==> config.mk <==
export PLATFORM = sky130hd
export DESIGN_NAME = led_phase_dev_flat
export DESIGN_NICKNAME = d
export VERILOG_FILES = /design/src/led_pkg.sv /design/src/led_link_if.sv /design/src/led_phase_dev.sv /design/src/flat_wrapper.sv
export SDC_FILE = /design/constraint.sdc
export NUM_CORES = 1
export LEC_CHECK = 0
export BUFFER_PORTS_ARGS = -buffer_cell sky130_fd_sc_hd__buf_2
export CORE_ASPECT_RATIO = 1.4
export CORE_MARGIN = 1.5
export CORE_UTILIZATION = 40
export CTS_CLUSTER_DIAMETER = 150
export DETAILED_ROUTE_END_ITERATION = 10
export SETUP_SLACK_MARGIN = 0.15
export SLEW_MARGIN = 20
export SYNTH_ARGS = -nofsm -noshare
export SYNTH_HDL_FRONTEND = slang
export SYNTH_SLANG_ARGS = --single-unit
==> constraint.sdc <==
create_clock -name clk -period 2.7 [get_ports clk]
set_input_delay 0.54 -clock clk [delete_from_list [all_inputs] [get_ports clk]]
set_output_delay 0.54 -clock clk [all_outputs]
set_load 0.03 [all_outputs]
==> src/led_pkg.sv <==
/*
 * Shared constants for the nine-output open-drain LED driver link:
 * device register map, field positions, reset values, host APB map.
 * Assumes both ends and the testbench import it whole.
 */
package led_pkg;
    // number of open-drain outputs, the ninth one included
    localparam int NUM_OUT = 9;

    // device register addresses
    localparam logic [7:0] ADDR_PH0 = 8'h01;
    localparam logic [7:0] ADDR_PH1 = 8'h09;
    localparam logic [7:0] ADDR_MASTER = 8'h0E;
    localparam logic [7:0] ADDR_CFG = 8'h0F;
    localparam logic [7:0] ADDR_INT0 = 8'h10;
    localparam logic [7:0] ADDR_INT3 = 8'h13;

    // device configuration field positions
    localparam int CFG_EN = 0;
    localparam int CFG_FLIP = 1;
    localparam int CFG_GLOB = 2;
    localparam int CFG_O8P0 = 4;
    localparam int CFG_O8P1 = 5;
    localparam int CFG_PIN = 6;
    localparam logic [7:0] CFG_WMASK = 8'h37;

    // device reset values
    localparam logic [7:0] RST_PH = 8'hFF;
    localparam logic [7:0] RST_MASTER = 8'h0F;
    localparam logic [7:0] RST_CFG = 8'h34;
    localparam logic [7:0] RST_INT = 8'hFF;

    // intensity nibble meaning a static output
    localparam logic [3:0] NIB_STATIC = 4'hF;

    // host APB register byte offsets
    localparam logic [7:0] APB_CMD = 8'h00;
    localparam logic [7:0] APB_STAT = 8'h04;
    localparam logic [7:0] APB_PIN = 8'h08;
    localparam logic [7:0] APB_LEDIN = 8'h0C;

    // host APB field positions
    localparam int CMD_WDATA_LSB = 8;
    localparam int CMD_WE = 16;
    localparam int STAT_BUSY = 0;
    localparam int STAT_RDATA_LSB = 8;
    localparam int PIN_PHASE = 0;

    // host sequencer states
    typedef enum logic [0:0] {
        H_IDLE = 1'b0,
        H_WAIT = 1'b1
    } hostState_t;
endpackage
==> src/led_link_if.sv <==
/*
 * Link between the LED driver device and its controller: a register
 * request/answer port, the external phase pin and nine open-drain outputs.
 * Assumes one clock shared by both ends; pull-ups are modelled here.
 */
`timescale 1ns/1ps
interface led_link_if (
    input wire logic clk // shared clock
);
    import led_pkg::*;

    logic regReq; // one-cycle register request
    logic regWe; // request is a write
    logic [7:0] regAddr; // register address
    logic [7:0] regWData; // write data
    logic regAck; // one-cycle answer
    logic [7:0] regRData; // read data, valid with regAck
    logic phasePin; // external phase input level
    logic [NUM_OUT-1:0] ledOut; // driven level, always low
    logic [NUM_OUT-1:0] ledOe; // high while pulling the output low
    logic [NUM_OUT-1:0] ledIn; // resolved pin level

    // open drain with pull-up: released pins read high
    assign ledIn = (ledOe & ledOut) | ~ledOe;

    modport device (
        input regReq, regWe, regAddr, regWData, phasePin, ledIn,
        output regAck, regRData, ledOut, ledOe
    );

    modport host (
        output regReq, regWe, regAddr, regWData, phasePin,
        input regAck, regRData, ledIn
    );
endinterface

==> src/led_phase_dev.sv <==
/*
 * Device end: phase output registers, configuration, master and
 * individual intensity registers, output level and PWM selection.
 * Assumes an external timeslot generator supplies pwmOnTime on clk.
 */
// Decided for this implementation: the link register request/answer port.
`timescale 1ns/1ps
module led_phase_dev
    import led_pkg::*;
(
    input wire logic clk, // 50 MHz clock
    input wire logic rst, // async reset, active high
    input wire logic [NUM_OUT-1:0] pwmOnTime, // on-time from timeslot logic
    output logic [NUM_OUT-1:0] pwmSel, // outputs running PWM
    output logic pwmRun, // timeslot generator needed
    led_link_if.device link // link to the controller
);
    typedef struct packed {
        logic [7:0] ph0;
        logic [7:0] ph1;
        logic [7:0] master;
        logic [7:0] cfg;
        logic [3:0][7:0] inten;
        logic pinS1;
        logic pinS2;
        logic ack;
        logic [7:0] rdata;
        logic [NUM_OUT-1:0] oe;
        logic [NUM_OUT-1:0] pwmSel;
        logic pwmRun;
    } devReg_t;

    devReg_t q, d;

    // intensity nibble of one output
    function automatic logic [3:0] nibOf(input devReg_t s, input int i);
        logic [3:0] n;
        n = s.master[3:0];
        if (!s.cfg[CFG_GLOB] && i < NUM_OUT - 1) begin
            n = (i % 2 == 1) ? s.inten[i / 2][7:4] : s.inten[i / 2][3:0];
        end
        return n;
    endfunction

    // register read decode, unmapped addresses read zero
    function automatic logic [7:0] regRead(input devReg_t s, input logic [7:0] a);
        logic [7:0] r;
        r = 8'h00;
        if (a >= ADDR_INT0 && a <= ADDR_INT3) begin
            r = s.inten[a[1:0]];
        end else begin
            case (a)
                ADDR_PH0: r = s.ph0;
                ADDR_PH1: r = s.ph1;
                ADDR_MASTER: r = s.master;
                ADDR_CFG: begin
                    r = s.cfg & CFG_WMASK;
                    r[CFG_PIN] = s.pinS2;
                end
                default: r = 8'h00;
            endcase
        end
        return r;
    endfunction

    logic phaseSel;
    logic pwmGlobal;
    logic [NUM_OUT-1:0] lvl;
    logic [NUM_OUT-1:0] pwmNext;
    logic [3:0] nib;

    // next state: register port, phase choice, output levels
    always_comb begin
        phaseSel = 1'b0;
        pwmGlobal = 1'b0;
        lvl = '0;
        pwmNext = '0;
        nib = 4'h0;
        d = q;
        d.pinS1 = link.phasePin;
        d.pinS2 = q.pinS1;
        d.ack = link.regReq;

        // writes; unmapped writes are dropped
        if (link.regReq && link.regWe) begin
            if (link.regAddr >= ADDR_INT0 && link.regAddr <= ADDR_INT3) begin
                d.inten[link.regAddr[1:0]] = link.regWData;
            end else begin
                case (link.regAddr)
                    ADDR_PH0: d.ph0 = link.regWData;
                    ADDR_PH1: d.ph1 = link.regWData;
                    ADDR_MASTER: d.master = link.regWData;
                    ADDR_CFG: d.cfg = link.regWData & CFG_WMASK;
                    default: d.cfg = q.cfg;
                endcase
            end
        end

        // reads answer in the cycle after the request
        if (link.regReq && !link.regWe) begin
            d.rdata = regRead(q, link.regAddr);
        end

        phaseSel = q.cfg[CFG_EN] & (q.cfg[CFG_FLIP] ^ q.pinS2);

        lvl[NUM_OUT-2:0] = phaseSel ? q.ph1 : q.ph0;

        lvl[NUM_OUT-1] = phaseSel ? q.cfg[CFG_O8P1] : q.cfg[CFG_O8P0];

        pwmGlobal = (q.master[7:4] != 4'h0);

        for (int i = 0; i < NUM_OUT; i++) begin
            nib = nibOf(q, i);
            pwmNext[i] = pwmGlobal && (nib != NIB_STATIC);
            // bit 1 releases, bit 0 pulls low
            if (pwmNext[i]) begin
                d.oe[i] = ~(lvl[i] ^ ~pwmOnTime[i]);
            end else begin
                d.oe[i] = ~lvl[i];
            end
        end
        d.pwmSel = pwmNext;
        d.pwmRun = |pwmNext;
    end

    // state register, reset to power-up contents
    always_ff @(posedge clk or posedge rst) begin
        if (rst) begin
            q <= '{ph0: RST_PH, ph1: RST_PH, master: RST_MASTER, cfg: RST_CFG,
                   inten: {4{RST_INT}}, pinS1: 1'b0, pinS2: 1'b0, ack: 1'b0,
                   rdata: 8'h00, oe: '0, pwmSel: '0, pwmRun: 1'b0};
        end else begin
            q <= d;
        end
    end

    // outputs from the state register; open drain drives only low
    assign link.regAck = q.ack;
    assign link.regRData = q.rdata;
    assign link.ledOe = q.oe;
    assign link.ledOut = '0;
    assign pwmSel = q.pwmSel;
    assign pwmRun = q.pwmRun;
endmodule

==> src/flat_wrapper.sv <==
// flat-port wrapper written by rule: the top's interface ports become plain ports
module led_phase_dev_flat import led_pkg::*;
  (clk, rst, pwmOnTime, pwmSel, pwmRun, link_regReq, link_regWe, link_regAddr, link_regWData, link_phasePin, link_regAck, link_regRData, link_ledOut, link_ledOe);
  led_link_if link_i (.clk(clk));
  input wire logic clk;
  input wire logic rst;
  input wire logic [NUM_OUT-1:0] pwmOnTime;
  output logic [NUM_OUT-1:0] pwmSel;
  output logic pwmRun;
  input wire logic [$bits(link_i.regReq)-1:0] link_regReq;
  input wire logic [$bits(link_i.regWe)-1:0] link_regWe;
  input wire logic [$bits(link_i.regAddr)-1:0] link_regAddr;
  input wire logic [$bits(link_i.regWData)-1:0] link_regWData;
  input wire logic [$bits(link_i.phasePin)-1:0] link_phasePin;
  output wire logic [$bits(link_i.regAck)-1:0] link_regAck;
  output wire logic [$bits(link_i.regRData)-1:0] link_regRData;
  output wire logic [$bits(link_i.ledOut)-1:0] link_ledOut;
  output wire logic [$bits(link_i.ledOe)-1:0] link_ledOe;
  assign link_i.regReq = link_regReq;
  assign link_i.regWe = link_regWe;
  assign link_i.regAddr = link_regAddr;
  assign link_i.regWData = link_regWData;
  assign link_i.phasePin = link_phasePin;
  assign link_regAck = link_i.regAck;
  assign link_regRData = link_i.regRData;
  assign link_ledOut = link_i.ledOut;
  assign link_ledOe = link_i.ledOe;
  led_phase_dev u_core (.clk(clk), .rst(rst), .pwmOnTime(pwmOnTime), .pwmSel(pwmSel), .pwmRun(pwmRun), .link(link_i));
endmodule
# Yosys cells after proc, flatten, opt, wreduce, memory -nomap -nowiden
# Index checks and enable logic that the tools add are counted.
[op_classes] magnitude_cmp=4 n_eq_ne=13 n_mux=26 bitwise_logic=39 reduce_logical=21
[ops] cell="4-bit != test, second input constant" n=9
[ops] cell="32-bit bitwise mux" n=1
[ops] cell="4-bit two-way mux" n=8
[ops] cell="8-bit two-way mux" n=4
[ops] cell="8-bit case mux with 4 select lines" n=1
[ops] cell="1-bit inverter" n=28
[ops] cell="8-bit by 4-bit equality test with 1-bit output, second input constant" n=3
[ops] cell="8-bit binary-select mux with 2-bit select" n=1
[ops] cell="8-bit demux with 2-bit select" n=1
[ops] cell="1-bit logical AND" n=13
[ops] cell="3-bit AND reduction" n=4
[ops] cell="1-bit two-way mux" n=10
[ops] cell="1-bit bitwise XOR" n=10
[ops] cell="9-bit OR reduction" n=1
[ops] cell="8-bit by 1-bit equality test with 1-bit output, second input constant" n=1
[ops] cell="8-bit by 5-bit greater-or-equal comparator with 1-bit output, second input constant" n=1
[ops] cell="8-bit by 5-bit less-or-equal comparator with 1-bit output, second input constant" n=1
[ops] cell="4-bit nonzero test" n=1
[ops] cell="2-bit by 3-bit < comparator with 1-bit output, second input constant" n=1
[ops] cell="2-bit by 1-bit greater-or-equal comparator with 1-bit output, second input constant" n=1
[ops] cell="2-bit AND reduction" n=1
[ops] cell="1-bit AND" n=1
[ops] cell="1-bit zero test" n=1
[totals] regBits=91 inputBits=30 output_inout_bits=37 wordCells=118

# Longest topological paths before layout
[depth] word_depth=6 depth_mapped=6 mapped_depth_nobuf=4

# Worst setup path before layout
# OpenSTA, ideal clock, no wires.
[synth_path] path_kind="input -> register" startpoint="input port link_regAddr[2]" endpoint="register u_core.q[86] in the netlist's numbering" t_arrival_ns=1.635 t_required_ns=2.618 slack_ns=0.983 path_stages=5 path_cell_list="buf_6 > nor4b_4 > and3_1 > buf_4 > mux2_2"
[synth_between] elab_chain_cells=4 word_cells_on_any_way=6 cone_classes="2 x order compare; 1 x eq/ne; 1 x bitwise; 2 x reduce/logical"
[synth_rtl] item="from (decl)" line_no="flat_wrapper.sv:12" text="input wire logic [$bits(link_i.regAddr)-1:0] link_regAddr;"
[synth_rtl] item="8-bit by 5-bit greater-or-equal comparator with 1-bit output / 8-bit by 5-bit less-or-equal comparator with 1-bit output (equally long branches)" line_no="led_phase_dev.sv:86" text="if (link.regAddr >= ADDR_INT0 && link.regAddr <= ADDR_INT3) begin"
[synth_rtl] item="1-bit logical AND" line_no="led_phase_dev.sv:86"
[synth_rtl] item="1-bit inverter (no source line)"
[synth_rtl] item="3-bit AND reduction (no source line) (*)"
[synth_rtl] item="to (signal assigned)" line_no="led_phase_dev.sv:129" text="q <= '{ph0: RST_PH, ph1: RST_PH, master: RST_MASTER, cfg: RST_CFG,"
[synth_rtl] item="to (decl)" line_no="led_phase_dev.sv:33" text="devReg_t q, d;"
# Every way passes the cells marked *; elsewhere a longest branch is shown, timed or not.
# A chain may end at the register's enable or synchronous reset.

==> metrics.txt <==
most common library cell in the layout ignoring fill and taps=mux2_2; Final Worst Setup Slack=0.764 ns; commonest cells after routing, fill and taps aside=mux2_2, buf_2, dfstp_2, dfrtp_1, nor2_1; reported leakage power=2.24 nW; largest fanout of any net on the critical path=16; hold crit path type=input pin to asynchronous set/reset pin; post-route clock period utilization=71.7%; total congestion overflow after global routing=0; total length of routed wires=11600 microns; Power Density=593 mW/mm^2; largest buffer count on any clock path=2; num rows=46; met1 Track Usage GR=22.8%; number of DRC violations after detailed-routing iteration 0=181; Synth Warn #=0; wire length of the first global-routing pass=18500 microns; insertion delay to the later sink of the worst-skew pair=0.35 ns; fraction of layout cells with a size suffix above 1=53.8%; vias in the first global route=3341; FF+latch count, synth=91; final number of max-transition violations=0; placed instance count=531; critical path start-end classification=flop to flop; transition time of the tightest slew-check pin=0.741 ns; Detail Route Antenna Nets=0; net count of the finished layout=428; clock tree from TritonCTS=done; detail-routed net length per standard cell=21.2 microns; count of distinct cell types in the synthesized netlist=57; worst clock skew on the final layout=0.00679 ns; P&R area growth vs syn=9.81%; count of unresolved DRC violations after routing=0; count of clock tree sinks=91; Synth Instances=369; filler cell count=1074; die outline width=95.1 microns; clock input transition at the sequential cells of the worst setup and hold paths=0.06 ns; time the final worst path needs with I/O delays and setup=1.94 ns; Pre-antenna DRT Iters=4; relative slew slack=50.5%; number of top-level pins=67; htree depth=3; die boundary height=132 microns; number of vias after detailed routing=3022; antenna diode instance count=0; GR Util met3=2.94%; met2 layer usage reported by global route=34.9%; total standard cell area after synthesis=0.00475 sq mm; critical path data required time=2.92 ns; most used routing layer in global routing=met2; DR vias/cell=5.52; initial antenna violation count=0; final number of hold-violating endpoints=0; Worst VDD drop=312 uV; die area=0.0125 sq mm; global placer's final weighted congestion=0.918; number of enable flip-flop cells after synthesis=0; Total GRT Usage=20.2%; synthesized area divided by synthesized cell count=12.9 sq um; Final setup viols=0; most used flip-flop cell after synthesis=dfstp_2; number of buffers added on ports=57; pre-CTS worst setup slack=0.503 ns; status=finished clean; clock tree root buffer cell=clkbuf_16; startpoint class of the critical path=flop; maximum number of pins on one net before global-route repair=36; count of max-cap constraint violations=0; Sum Neg Setup Slack=0 ns; proportion of synthesized chip area in sequential cells=49.4%; Setup Fix Bufs, Post-CTS=0; estimated wirelength of the detail-placed design=8560 microns; initial core utilization=41.4%; setup repair after global routing missed its margin=no; clock buffer count from CTS=9; core area=0.0115 sq mm; Synth async-reset ratio=100%; number of hold-repair buffers added at the cts stage=0; CTS resizes=0; crit path capture type=flop; maximum clock rate=516 MHz; Worst Path Arrival=2.15 ns; non-filler instance count after layout=547
-- logic make-up after synthesis --
group	share of synthesized area [%]
AOI/OAI and AO/OA	6.14
xor gates and xnor gates	1.85
buffers and inverters	8.70
DFF	49.4
muxes	20.1
other	0.0790
and+or+nand+nor	13.7
-- cell type report --
class | instances | area (sq um) | area share [%]
timing repair buffer | 64 | 363 | 6.96
multi-input combinational | 230 | 2020 | 38.7
clock buffer | 15 | 289 | 5.55
clock inverter | 1 | 5.00 | 0.0960
sequential | 91 | 2350 | 45.0
inverter | 2 | 11.3 | 0.216
tap | 144 | 180 | 3.46
-- worst max-delay path, cell delays in order (launching register included) --
cell and delay (ns):
dfstp_2 0.73, inv_1 0.14, o21ai_2 0.55, a311oi_1 0.19, xor2_1 0.20
-- flip-flops by register name, indices dropped and copies added (netlist names) --
name,flops
u_core.q,58
u_core.nib,4
u_core.d,1
u_core.pwmSel,9
u_core.link.ledOe,9
u_core.link.regAck,1
u_core.link.regRData,8
u_core.pwmRun,1
-- power breakdown --
group	internal [mW]	leakage [nW]	total (mW)	switching (mW)
clock network	0.730	0.145	1.23	0.502
logic	0.118	1.10	0.365	0.247
registers	1.45	1.00	1.49	0.0434
-- metrics by stage --
step / area, sq um / util [%] / total power [mW] / hold WS [ns]
2_1_floorplan: 4780 / - / 1.82 / 0.331
3_3_place_gp: 4920 / 42.9 / 1.88 / 0.334
3_5_place_dp: 4920 / 42.9 / 1.88 / 0.350
4_1_cts: 5210 / 45.5 / 3.13 / 0.289
5_1_grt: 5210 / 45.5 / 3.21 / 0.298
6_report: 5210 / 45.5 / 3.09 / 0.282
-- per-layer routing --
metal / wire [microns] / vias to the layer above
met5: 0 / -
met4: 504 / 0
met1: 4450 / 1535
met2: 6250 / 85
li1: - / 1374
met3: 373 / 28
-- Yosys cell counts, types with 2 or more instances --
cell type   n  area (sq um)
xor2_1     10          87.6
nor3b_1     4          30.0
nor2b_1     2          12.5
nand4_1     6          37.5
and2_1      2          12.5
mux2_2     59           664
and4_1      2          17.5
inv_1       2          7.51
dfstp_2    55          1450
clkbuf_1    2          7.51
a21boi_1    2          15.0
mux2i_1     9          90.1
buf_2       6          30.0
buf_4      39           293
a21bo_2     4          40.0
nand2_1    14          52.6
nor3_1      9          45.0
and3_1      3          18.8
a32oi_1     6          52.6
mux4_2      7           158
a31oi_1    11          68.8
or4bb_1     2          22.5
dfrtp_1    36           901
buf_6       5          56.3
nand4b_1    2          17.5
a22oi_1     2          15.0
and4b_1     4          40.0
nor2_1     23          86.3
a311oi_1    2          17.5
nor4bb_1    4          40.0
nand3_4     2          35.0
o21ai_0     8          40.0
-- path summary, 6_finish.rpt --
path                          startpoint                    to  slack, ns  cells past startpoint
min in group clk           link_phasePin          u_core.d[28]       0.30                      1
max reg2reg                 u_core.q[64]  u_core.link.ledOe[0]       0.76                      4
max in group asynchronous            rst          u_core.q[35]       1.76                      3
min reg2reg                 u_core.d[28]          u_core.q[28]       0.36                      0
min                                  rst  u_core.link.ledOe[5]       0.28                      2
max                         u_core.q[64]  u_core.link.ledOe[0]       0.76                      4
No activity file was read; power rests on OpenSTA's default activity.
